$ cat src/design/status_enc_pkg.sv
package status_enc_pkg;

    // Fault priorities, 1 is the most urgent
    localparam int PRIO_SPI      = 1;
    localparam int PRIO_MISO     = 2;
    localparam int PRIO_RESET    = 3;
    localparam int PRIO_SUPPLY   = 4;
    localparam int PRIO_TEST     = 5;
    localparam int PRIO_F_OTP    = 6;
    localparam int PRIO_U_RW     = 7;
    localparam int PRIO_U_OTP    = 8;
    localparam int PRIO_TEMP     = 9;
    localparam int PRIO_OFFSET   = 10;
    localparam int PRIO_OSC      = 11;
    localparam int NUM_FAULTS    = 11;
    localparam int PRIO_W        = 4;

    // Basic and detailed status codes
    localparam logic [1:0] BASIC_ERROR   = 2'h3;
    localparam logic [1:0] DETAIL_DATA   = 2'h0;
    localparam logic [1:0] DETAIL_MEMORY = 2'h1;
    localparam logic [1:0] DETAIL_MODE   = 2'h2;
    localparam logic [1:0] DETAIL_COMM   = 2'h3;

    // Sensor data field error codes
    localparam logic [11:0] SD_ERR_UNSIGNED = 12'h000;
    localparam logic [11:0] SD_ERR_SIGNED   = 12'h800;

    // Frame field positions
    localparam int CMD_MSB    = 31;
    localparam int BASIC_LSB  = 26;
    localparam int RDHI_LSB   = 16;
    localparam int RDLO_LSB   = 8;
    localparam int SD_LSB     = 14;
    localparam int SDRES_LSB  = 10;
    localparam int DETAIL_LSB = 8;

    localparam logic [31:0] FRAME_RESET = 32'h0000_0000;

    typedef enum logic [1:0] {
        KIND_REGISTER,
        KIND_SENSOR_DATA,
        KIND_SENSOR_NODATA
    } frame_kind_t;

    // Fault sources sampled at chip-select release
    typedef struct packed {
        logic osc_train;
        logic offset;
        logic signal_clip;
        logic temperature;
        logic user_otp;
        logic user_rw;
        logic factory_otp;
        logic factory_check_flag;
        logic supply;
        logic reset_occurred_flag;
        logic miso;
        logic spi;
    } fault_src_t;

    // One frame request from the transfer logic
    typedef struct packed {
        frame_kind_t kind;
        logic [3:0]  cmd;
        logic [15:0] reg_data;
        logic [11:0] sample_value;
        logic [3:0]  sample_res;
        logic [1:0]  basic_condition_code;
    } frame_req_t;

endpackage

$ cat src/design/fault_priority_pick.sv
`timescale 1ns/1ps
module fault_priority_pick #(
    parameter int N = 11
) (
    // Active faults, bit i-1 is priority i
    input  wire logic [N-1:0] active,
    // Chosen priority, zero when none
    output logic      [3:0]   prio
);
    // Refuse widths that the 4-bit priority output cannot number
    if (N < 1 || N > 15) begin
        $error("fault_priority_pick: N out of range");
    end

    always_comb begin
        prio = 4'h0;
        for (int i = N; i >= 1; i--) begin
            if (active[i-1]) begin
                prio = 4'(i);
            end
        end
    end
endmodule

$ cat src/design/spi_alt_error_status_encoder.sv
`timescale 1ns/1ps
// Behaviour
// - Detail code comes from faults captured at chip-select rise ending previous command.
// - Every sensor data response with a captured fault carries a 2-bit detail code naming the error class; fault-free ones leave it 00.
// - Alternative encoding used when alternative-status enable is set.
// - Oscillator, offset, temperature faults: basic 11, detail 00, echo and data kept.
// - Memory faults: detail 01, zero echo, data error code at least once.
// - Test mode: detail 10, zero echo, zero data; reset fault: error code.
// - Supply fault: detail 10, zeros until timer expiry, then code if unmasked.
// - MISO and transfer faults: basic 11, detail 11, zero echo, error code.
// - Register error frame: 0000, 11, 00, data high, data low, CRC byte.
// - Sensor error frame with data: C0, C3..1, 11, sample, res, detail, CRC.
// - Sensor error frame without data: zero command, 11, zero data, detail, CRC.
// - Data error code is 000 for unsigned samples, 800 for signed samples.
module spi_alt_error_status_encoder
    import status_enc_pkg::*;
(
    // Clock and reset
    input  wire logic                       sys_clk,
    input  wire logic                       resetn,
    // Chip select pin, active low
    input  wire logic                       cs_n,
    // Configuration
    input  wire logic                       alt_status_enable,
    input  wire logic                       supply_fault_mask,
    input  wire logic                       signed_data,
    input  wire logic                       supply_timer_expired,
    // Fault sources
    input  wire status_enc_pkg::fault_src_t faults,
    // Frame request
    input  wire logic                       req_valid,
    input  wire status_enc_pkg::frame_req_t req,
    // Response
    output logic                            resp_valid,
    output logic      [31:0]                resp_word,
    output logic      [1:0]                 detail_code,
    output logic      [3:0]                 captured_prio,
    output logic                            periodic_disable
);
    import status_enc_pkg::*;

    //--------------------------------------------------------------
    // State
    //--------------------------------------------------------------
    typedef struct packed {
        logic        cs_meta;
        logic        cs_sync;
        logic        cs_prev;
        logic [3:0]  prio;
        logic        code_owed;
        logic        supply_owed;
        logic        resp_valid;
        logic [31:0] resp_word;
        logic [1:0]  detail;
    } state_t;

    state_t st_reg;
    state_t st_next;

    logic [NUM_FAULTS-1:0] active;
    logic [3:0]            pick;
    logic                  cs_rise;
    logic [1:0]            det;
    logic                  keep_echo;
    logic                  zero_data;
    logic                  send_code;
    logic [11:0]           err_code;
    logic [11:0]           sd_field;
    logic [3:0]            cmd_field;
    logic                  use_code;

    //--------------------------------------------------------------
    // Fault ordering
    //--------------------------------------------------------------
    always_comb begin
        active                = '0;
        active[PRIO_SPI-1]    = faults.spi;
        active[PRIO_MISO-1]   = faults.miso;
        active[PRIO_RESET-1]  = faults.reset_occurred_flag;
        active[PRIO_SUPPLY-1] = faults.supply;
        active[PRIO_TEST-1]   = faults.factory_check_flag;
        active[PRIO_F_OTP-1]  = faults.factory_otp;
        active[PRIO_U_RW-1]   = faults.user_rw;
        active[PRIO_U_OTP-1]  = faults.user_otp;
        active[PRIO_TEMP-1]   = faults.temperature;
        // Clipping counts only under the standard encoding
        active[PRIO_OFFSET-1] = faults.offset | (faults.signal_clip & ~alt_status_enable);
        active[PRIO_OSC-1]    = faults.osc_train;
    end

    fault_priority_pick #(
        .N      (NUM_FAULTS)
    ) u_pick (
        .active (active),
        .prio   (pick)
    );

    //--------------------------------------------------------------
    // Class decode of the captured fault
    //--------------------------------------------------------------
    always_comb begin
        det       = DETAIL_DATA;
        keep_echo = 1'b0;
        zero_data = 1'b0;
        send_code = 1'b0;
        case (st_reg.prio)
            4'(PRIO_OSC), 4'(PRIO_OFFSET), 4'(PRIO_TEMP): begin
                det       = DETAIL_DATA;
                keep_echo = 1'b1;
            end
            4'(PRIO_U_OTP), 4'(PRIO_U_RW), 4'(PRIO_F_OTP): begin
                det       = DETAIL_MEMORY;
                send_code = 1'b1;
            end
            4'(PRIO_TEST): begin
                det       = DETAIL_MODE;
                zero_data = 1'b1;
            end
            4'(PRIO_SUPPLY): begin
                det       = DETAIL_MODE;
                // Zeros until the monitor expires, then one code if unmasked
                zero_data = ~(supply_timer_expired & st_reg.supply_owed);
                send_code = supply_timer_expired & st_reg.supply_owed;
            end
            4'(PRIO_RESET): begin
                det       = DETAIL_MODE;
                send_code = 1'b1;
            end
            4'(PRIO_MISO), 4'(PRIO_SPI): begin
                det       = DETAIL_COMM;
                send_code = 1'b1;
            end
            default: begin
                det       = DETAIL_DATA;
                keep_echo = 1'b1;
            end
        endcase
    end

    assign err_code = signed_data ? SD_ERR_SIGNED : SD_ERR_UNSIGNED;
    assign use_code = send_code & (st_reg.code_owed | (st_reg.prio == 4'(PRIO_SUPPLY)));

    always_comb begin
        cmd_field = keep_echo ? {req.cmd[0], req.cmd[3:1]} : 4'h0;
        if (zero_data) begin
            sd_field = 12'h000;
        end else if (use_code) begin
            sd_field = err_code;
        end else begin
            sd_field = req.sample_value;
        end
    end

    //--------------------------------------------------------------
    // Next state
    //--------------------------------------------------------------
    assign cs_rise = st_reg.cs_sync & ~st_reg.cs_prev;

    always_comb begin
        st_next            = st_reg;
        st_next.cs_meta    = cs_n;
        st_next.cs_sync    = st_reg.cs_meta;
        st_next.cs_prev    = st_reg.cs_sync;
        st_next.resp_valid = 1'b0;
        if (req_valid) begin
            st_next.resp_valid = 1'b1;
            st_next.detail     = det;
            st_next.resp_word  = FRAME_RESET;
            case (req.kind)
                KIND_REGISTER: begin
                    if (st_reg.prio != 4'h0) begin
                        st_next.resp_word[BASIC_LSB+1:BASIC_LSB] = BASIC_ERROR;
                    end else begin
                        st_next.resp_word[BASIC_LSB+1:BASIC_LSB] = req.basic_condition_code;
                    end
                    st_next.resp_word[RDHI_LSB+7:RDHI_LSB] = req.reg_data[15:8];
                    st_next.resp_word[RDLO_LSB+7:RDLO_LSB] = req.reg_data[7:0];
                end
                KIND_SENSOR_DATA: begin
                    if (st_reg.prio != 4'h0) begin
                        st_next.resp_word[CMD_MSB:CMD_MSB-3]      = cmd_field;
                        st_next.resp_word[BASIC_LSB+1:BASIC_LSB]  = BASIC_ERROR;
                        st_next.resp_word[SD_LSB+11:SD_LSB]       = sd_field;
                        st_next.resp_word[DETAIL_LSB+1:DETAIL_LSB] = det;
                        if (!zero_data && !use_code) begin
                            st_next.resp_word[SDRES_LSB+3:SDRES_LSB] = req.sample_res;
                        end
                    end else begin
                        st_next.resp_word[CMD_MSB:CMD_MSB-3]      = {req.cmd[0], req.cmd[3:1]};
                        st_next.resp_word[BASIC_LSB+1:BASIC_LSB]  = req.basic_condition_code;
                        st_next.resp_word[SD_LSB+11:SD_LSB]       = req.sample_value;
                        st_next.resp_word[SDRES_LSB+3:SDRES_LSB]  = req.sample_res;
                    end
                end
                KIND_SENSOR_NODATA: begin
                    st_next.resp_word[BASIC_LSB+1:BASIC_LSB] = (st_reg.prio != 4'h0)
                        ? BASIC_ERROR : req.basic_condition_code;
                    st_next.resp_word[DETAIL_LSB+1:DETAIL_LSB] = det;
                end
                default: begin
                    st_next.resp_word = FRAME_RESET;
                end
            endcase
            // Error code goes out once per capture (supply: once per run of consecutive supply captures), then normal data may follow
            if (req.kind == KIND_SENSOR_DATA && use_code) begin
                st_next.code_owed = 1'b0;
                if (st_reg.prio == 4'(PRIO_SUPPLY)) begin
                    st_next.supply_owed = 1'b0;
                end
            end
        end
        // Capture at chip-select release; the capture wins over consumption, except that a supply code still owed stays consumed
        if (cs_rise) begin
            st_next.prio        = pick;
            st_next.code_owed   = 1'b1;
            if (pick != 4'(PRIO_SUPPLY) || !st_reg.supply_owed) begin
                st_next.supply_owed = (pick == 4'(PRIO_SUPPLY)) & ~supply_fault_mask
                                      & (st_reg.prio != 4'(PRIO_SUPPLY) | st_reg.supply_owed);
            end
        end
    end

    always_ff @(posedge sys_clk) begin
        if (!resetn) begin
            st_reg         <= '0;
            st_reg.cs_meta <= 1'b1;
            st_reg.cs_sync <= 1'b1;
            st_reg.cs_prev <= 1'b1;
        end else begin
            st_reg <= st_next;
        end
    end

    //--------------------------------------------------------------
    // Outputs
    //--------------------------------------------------------------
    assign resp_valid       = st_reg.resp_valid;
    assign resp_word        = st_reg.resp_word;
    assign detail_code      = st_reg.detail;
    assign captured_prio    = st_reg.prio;
    assign periodic_disable = (st_reg.prio == 4'(PRIO_SUPPLY)) & ~supply_fault_mask;
endmodule

$ cat config.mk
export PLATFORM = sky130hd
export DESIGN_NAME = spi_alt_error_status_encoder
export DESIGN_NICKNAME = d
export VERILOG_FILES = /design/src/design/status_enc_pkg.sv /design/src/design/fault_priority_pick.sv /design/src/design/spi_alt_error_status_encoder.sv
export SDC_FILE = /design/constraint.sdc
export NUM_CORES = 1
export LEC_CHECK = 0
export BUFFER_PORTS_ARGS = -buffer_cell sky130_fd_sc_hd__buf_2
export CORE_MARGIN = 3
export CORE_UTILIZATION = 40
export CTS_BUF_LIST = sky130_fd_sc_hd__clkbuf_8
export DETAILED_ROUTE_END_ITERATION = 6
export GPL_TIMING_DRIVEN = 1
export PLACE_DENSITY_LB_ADDON = 0.3
export SLEW_MARGIN = 20
export SYNTH_ARGS = -nofsm -noshare
export SYNTH_HDL_FRONTEND = slang
export SYNTH_SLANG_ARGS = --single-unit
$ cat constraint.sdc
create_clock -name sys_clk -period 2.8 [get_ports sys_clk]
set_clock_uncertainty 0.2 [all_clocks]
set_input_delay 0.42 -clock sys_clk [delete_from_list [all_inputs] [get_ports sys_clk]]
set_output_delay 0.42 -clock sys_clk [all_outputs]
set_load 0.05 [all_outputs]
# After elaboration in Yosys (flattened, before gate mapping)
# Index checks and enable logic that the tools add are counted.
dict set report word_totals {
  reg_bits 36
  output_inout_bits 40
  word_cells 85
}
dict set report classes {
  eq_ne 13
  muxes 32
  n_bitwise 14
  reduce_logical 17
}
# op count
set ops {}
lappend ops {{4-bit 2-to-1 mux} 14}
lappend ops {{37-bit 2-to-1 mux} 1}
lappend ops {{12-bit 2-to-1 mux} 3}
lappend ops {{14-bit one-hot mux with 2 select lines} 1}
lappend ops {{22-bit 2-to-1 mux} 1}
lappend ops {{4-bit by 3-bit == test with 1-bit output, second input constant} 5}
lappend ops {{2-bit one-hot mux with 3 select lines} 2}
lappend ops {{2-bit 2-to-1 mux} 5}
lappend ops {{4-bit by 2-bit == test with 1-bit output, second input constant} 2}
lappend ops {{4-bit by 3-bit != test with 1-bit output, second input constant} 2}
lappend ops {{8-bit OR reduction} 1}
lappend ops {{1-bit AND} 7}
lappend ops {{3-bit OR reduction} 2}
lappend ops {{6-bit OR reduction} 1}
lappend ops {{4-bit by 1-bit == test with 1-bit output, second input constant} 1}
lappend ops {{4-bit == test, second input constant} 1}
lappend ops {{1-bit NOT} 4}
lappend ops {{1-bit one-hot mux with 2 select lines} 2}
lappend ops {{2-bit one-hot mux with 2 select lines} 1}
lappend ops {{2-bit nonzero test} 2}
lappend ops {{4-bit nonzero test} 1}
lappend ops {{2-bit OR reduction} 2}
lappend ops {{1-bit zero test} 3}
lappend ops {{1-bit bitwise OR} 3}
lappend ops {{7 further kinds} 9}

# Logic depth before layout (Yosys ltp)
dict set report depth {
  depth_word 18
  ltp_mapped 8
  ltp_nobuf 5
}

# Cells and area by module
# A second synthesis with hierarchy kept.
dict set report unflattened {
  cells_unflattened 271
  hier_area_um2 2243.4
}
# mod instances cells_each area_per_inst_um2 seq_area_each_um2
set by_module_without_submodules {}
lappend by_module_without_submodules {spi_alt_error_status_encoder 1 253 2135.8 720.7}
lappend by_module_without_submodules {fault_priority_pick 1 18 107.6 0.0}

# Least setup slack after synthesis
# No wires, ideal clock.
dict set report synth_timing {
  path_type {register to output}
  start {reg st_reg (netlist bit captured_prio[1])}
  end {out periodic_disable}
  arrival_ps 1473
  required_time_ps 2180
  slack_ps 707
  stages_incl_launch_ff 4
  path_buffers 1
  cell_sequence {dfxtp_1 > clkbuf_2 > or3_4 > nor2_1}
}
dict set report synth_between {
  elab_chain_cells 2
}
# element line
set synth_lines {}
lappend synth_lines {{start, declared} spi_alt_error_status_encoder.sv:57} ;# state_t st_reg;
lappend synth_lines {{start signal, assigned} spi_alt_error_status_encoder.sv:230} ;# st_reg <= st_next;
lappend synth_lines {{4-bit by 3-bit == test with 1-bit output} spi_alt_error_status_encoder.sv:241} ;# assign periodic_disable = (st_reg.prio == 4'(PRIO_SUPPLY)) & ~supply_fault_mask;
lappend synth_lines {{1-bit AND} spi_alt_error_status_encoder.sv:241}
lappend synth_lines {{end, declared} spi_alt_error_status_encoder.sv:38} ;# output logic periodic_disable
# Every way passes these cells.

# Worst setup path in the final report
dict set report layout_timing {
  start {reg st_reg (netlist bit captured_prio[3])}
  end {out periodic_disable}
}
# The elaborated chain is that of the path after synthesis.

==> results.sh <==
export IMPL_num_io_pins=100
export IMPL_tritoncts_num_buffers=5
export IMPL_synth_seq_cells=36
export IMPL_cts_hold_buffers=0
export IMPL_number_of_slew_limit_violations_in_the_final_report=0
export IMPL_outcome="complete, no violations"
export IMPL_p_leak_uw=0.00108
export IMPL_post_route_worst_setup_slack_ps=569
export IMPL_drive_gt1_frac=0.342
export IMPL_holdCritPathClass="in2reg"
export IMPL_wl_um=4960
export IMPL_synth_flop_cell="sky130_fd_sc_hd__dfxtp_1"
export IMPL_detail_route_iter0_violations=68
export IMPL_layout_filler_cells=508
export IMPL_ctsLongestPathBuffers=2
export IMPL_drt_vias_per_instance=4.92
export IMPL_detail_route_first_pass_iterations=4
export IMPL_post_place_setup_slack_ps=627
export IMPL_detailed_place_hpwl_um=3720
export IMPL_setup_tns_ps=0
export IMPL_syn_to_final_growth_pct=12.6
export IMPL_report_final_hold_viol_count=0
export IMPL_synthDominantCellAreaShare=0.350
export IMPL_max_cap_violations=0
export IMPL_ys_warn_count=0
export IMPL_overall_overflow_remaining_after_global_route=0
export IMPL_area_of_the_die_um2=6050
export IMPL_post_synth_main_area_contributors="sky130_fd_sc_hd__dfxtp_1, sky130_fd_sc_hd__buf_4, sky130_fd_sc_hd__a21oi_1"
export IMPL_power_density_nw_per_um2=499
export IMPL_grt_first_pass_wirelength_um=7980
export IMPL_number_of_global_route_vias_before_repair=1719
export IMPL_die_x_um=77.8
export IMPL_worst_slew_pin_slew_ps=718
export IMPL_floorplan_die_height_um=77.8
export IMPL_ant_nets=0
export IMPL_clk_root_buffer_cell="sky130_fd_sc_hd__clkbuf_8"
export IMPL_synth_area_leader_cell="sky130_fd_sc_hd__dfxtp_1"
export IMPL_synth_yosys_seq_area_share=0.350
export IMPL_synthesis_instances=256
export IMPL_asyncSetResetFlopFracSynth=0
export IMPL_worst_endpoint_arrival_ps=1610
export IMPL_timing_critical_path_fanout_max=12
export IMPL_postCtsSetupBuffers=0
export IMPL_syn_mean_instance_area_um2=8.05
export IMPL_post_route_min_period_ps=2230
export IMPL_drcViolationCount=0
export IMPL_via_count=1856
export IMPL_initial_antenna_violation_count=0
export IMPL_grt_max_degree=24
export IMPL_syn_std_cell_area_um2=2060
export IMPL_critPathCaptureType="output pin"
export IMPL_placement_io_buffers=91
export IMPL_antenna_diode_count=0
export IMPL_final_min_period_over_clock_period=0.797
export IMPL_synth_edff_count=0
export IMPL_grt_usage=0.165
export IMPL_timing_final_setup_violations=0
export IMPL_top_library_cells_by_usage_in_the_layout_fill_and_taps_aside="sky130_fd_sc_hd__buf_2, sky130_fd_sc_hd__dfxtp_1, sky130_fd_sc_hd__a21oi_1"
export IMPL_h_tree_lvl_count=2
export IMPL_cts_sinks=36
export IMPL_achievable_frequency_ghz=0.448
export IMPL_routed_wire_length_per_instance_um=13.2
export IMPL_maxSlewHeadroom=0.521
export IMPL_place_congestion=0.773
export IMPL_grt_setup_unrepaired="false"
export IMPL_tritoncts="built"
export IMPL_critPathKind="reg2out"
export IMPL_clock_insertion_delay_worst_skew_ps=280
export IMPL_start_kind="flop"
export IMPL_largest_reg_flops=24
export IMPL_finish_net_count=370
export IMPL_finalPower_uw=1160
export IMPL_peakVddDrop_v=0.000272
export IMPL_worst_setup_hold_path_clk_slew_ps=60
export IMPL_floorplan_core_area_um2=4850
export IMPL_worst_endpoint_required_ps=2180
export IMPL_synth_distinct_cells=40
export IMPL_final_common_cell="sky130_fd_sc_hd__buf_2"
export IMPL_rows=25
export IMPL_floorplan_initialDensity=0.425
export IMPL_cts_repair_resize_count=0
export IMPL_hold_ws_ps=121
==> per-stage QoR <==
step           area (µm²)   util  std cells
6_report             2320  0.478        377
5_1_grt              2320  0.478        377
4_1_cts              2320  0.478        377
3_5_place_dp         2240  0.462        370
3_3_place_gp         2240  0.462        370
2_1_floorplan        2090      -        263
==> final cells by class <==
cell class / count / area [µm²] / share of cell area
multi-input combinational: 168 / 941 / 0.406
sequential: 36 / 721 / 0.311
clock buffer: 5 / 68.8 / 0.0297
inverter: 5 / 18.8 / 0.00809
clock inverter: 2 / 8.76 / 0.00378
tap: 67 / 83.8 / 0.0361
timing repair buffer: 94 / 478 / 0.206
==> where the power goes <==
part           internal, µW  switching (µW)  total [µW]
logic                  82.1             187         269
registers               536            12.7         549
clock network           165             174         339
total                   784             373        1160
==> worst paths after layout <==
check / from / to / slack, ps / depth (start not counted)
setup / recovery: captured_prio[3]$_SDFFE_PN0P_ / periodic_disable / 570 / 4
hold / removal: cs_n / st_next[42]$_SDFF_PN1_ / 120 / 2
setup reg to reg: captured_prio[3]$_SDFFE_PN0P_ / resp_word[20]$_SDFFE_PN0P_ / 600 / 5
hold reg to reg: st_next[42]$_SDFF_PN1_ / st_next[41]$_SDFF_PN1_ / 210 / 1
==> critical path: stages (launching register included) <==
cell,delay [ps]
sky130_fd_sc_hd__dfxtp_1,410
sky130_fd_sc_hd__nand2b_1,200
sky130_fd_sc_hd__or3_4,360
sky130_fd_sc_hd__nor2_1,90
sky130_fd_sc_hd__buf_2,260
==> synth_stat cells (3+ instances only) <==
| library cell | instances |
|---|---|
| sky130_fd_sc_hd__nor3_1 | 7 |
| sky130_fd_sc_hd__mux2i_1 | 3 |
| sky130_fd_sc_hd__a31oi_1 | 3 |
| sky130_fd_sc_hd__nand4_1 | 15 |
| sky130_fd_sc_hd__buf_6 | 3 |
| sky130_fd_sc_hd__buf_4 | 39 |
| sky130_fd_sc_hd__a22oi_1 | 5 |
| sky130_fd_sc_hd__dfxtp_1 | 36 |
| sky130_fd_sc_hd__o21ai_0 | 20 |
| sky130_fd_sc_hd__nand2b_1 | 7 |
| sky130_fd_sc_hd__clkbuf_1 | 6 |
| sky130_fd_sc_hd__nor2b_1 | 5 |
| sky130_fd_sc_hd__nor2_1 | 27 |
| sky130_fd_sc_hd__inv_1 | 5 |
| sky130_fd_sc_hd__a21oi_1 | 32 |
| sky130_fd_sc_hd__a211oi_1 | 5 |
| sky130_fd_sc_hd__nand2_1 | 7 |
==> layer usage <==
layer | wire length (µm) | part of all wire | track usage | vias up
li1 | - | - | - | 966
met2 | 2210 | 0.45 | 0.269 | 71
met5 | 0 | 0 | 0 | -
met3 | 445 | 0.090 | 0.0464 | 7
met1 | 2230 | 0.45 | 0.205 | 812
met4 | 73 | 0.015 | 0.0641 | 0
==> cells by family after synthesis <==
logic type	share of synthesized area
multiplexers	0.0146
flip-flops	0.350
AO/OA/AOI/OAI	0.212
XOR/XNOR	0.00850
other	0.00182
buffers and inverters	0.206
AND/OR/NAND/NOR	0.207
No activity file was read; power rests on OpenSTA's default activity.
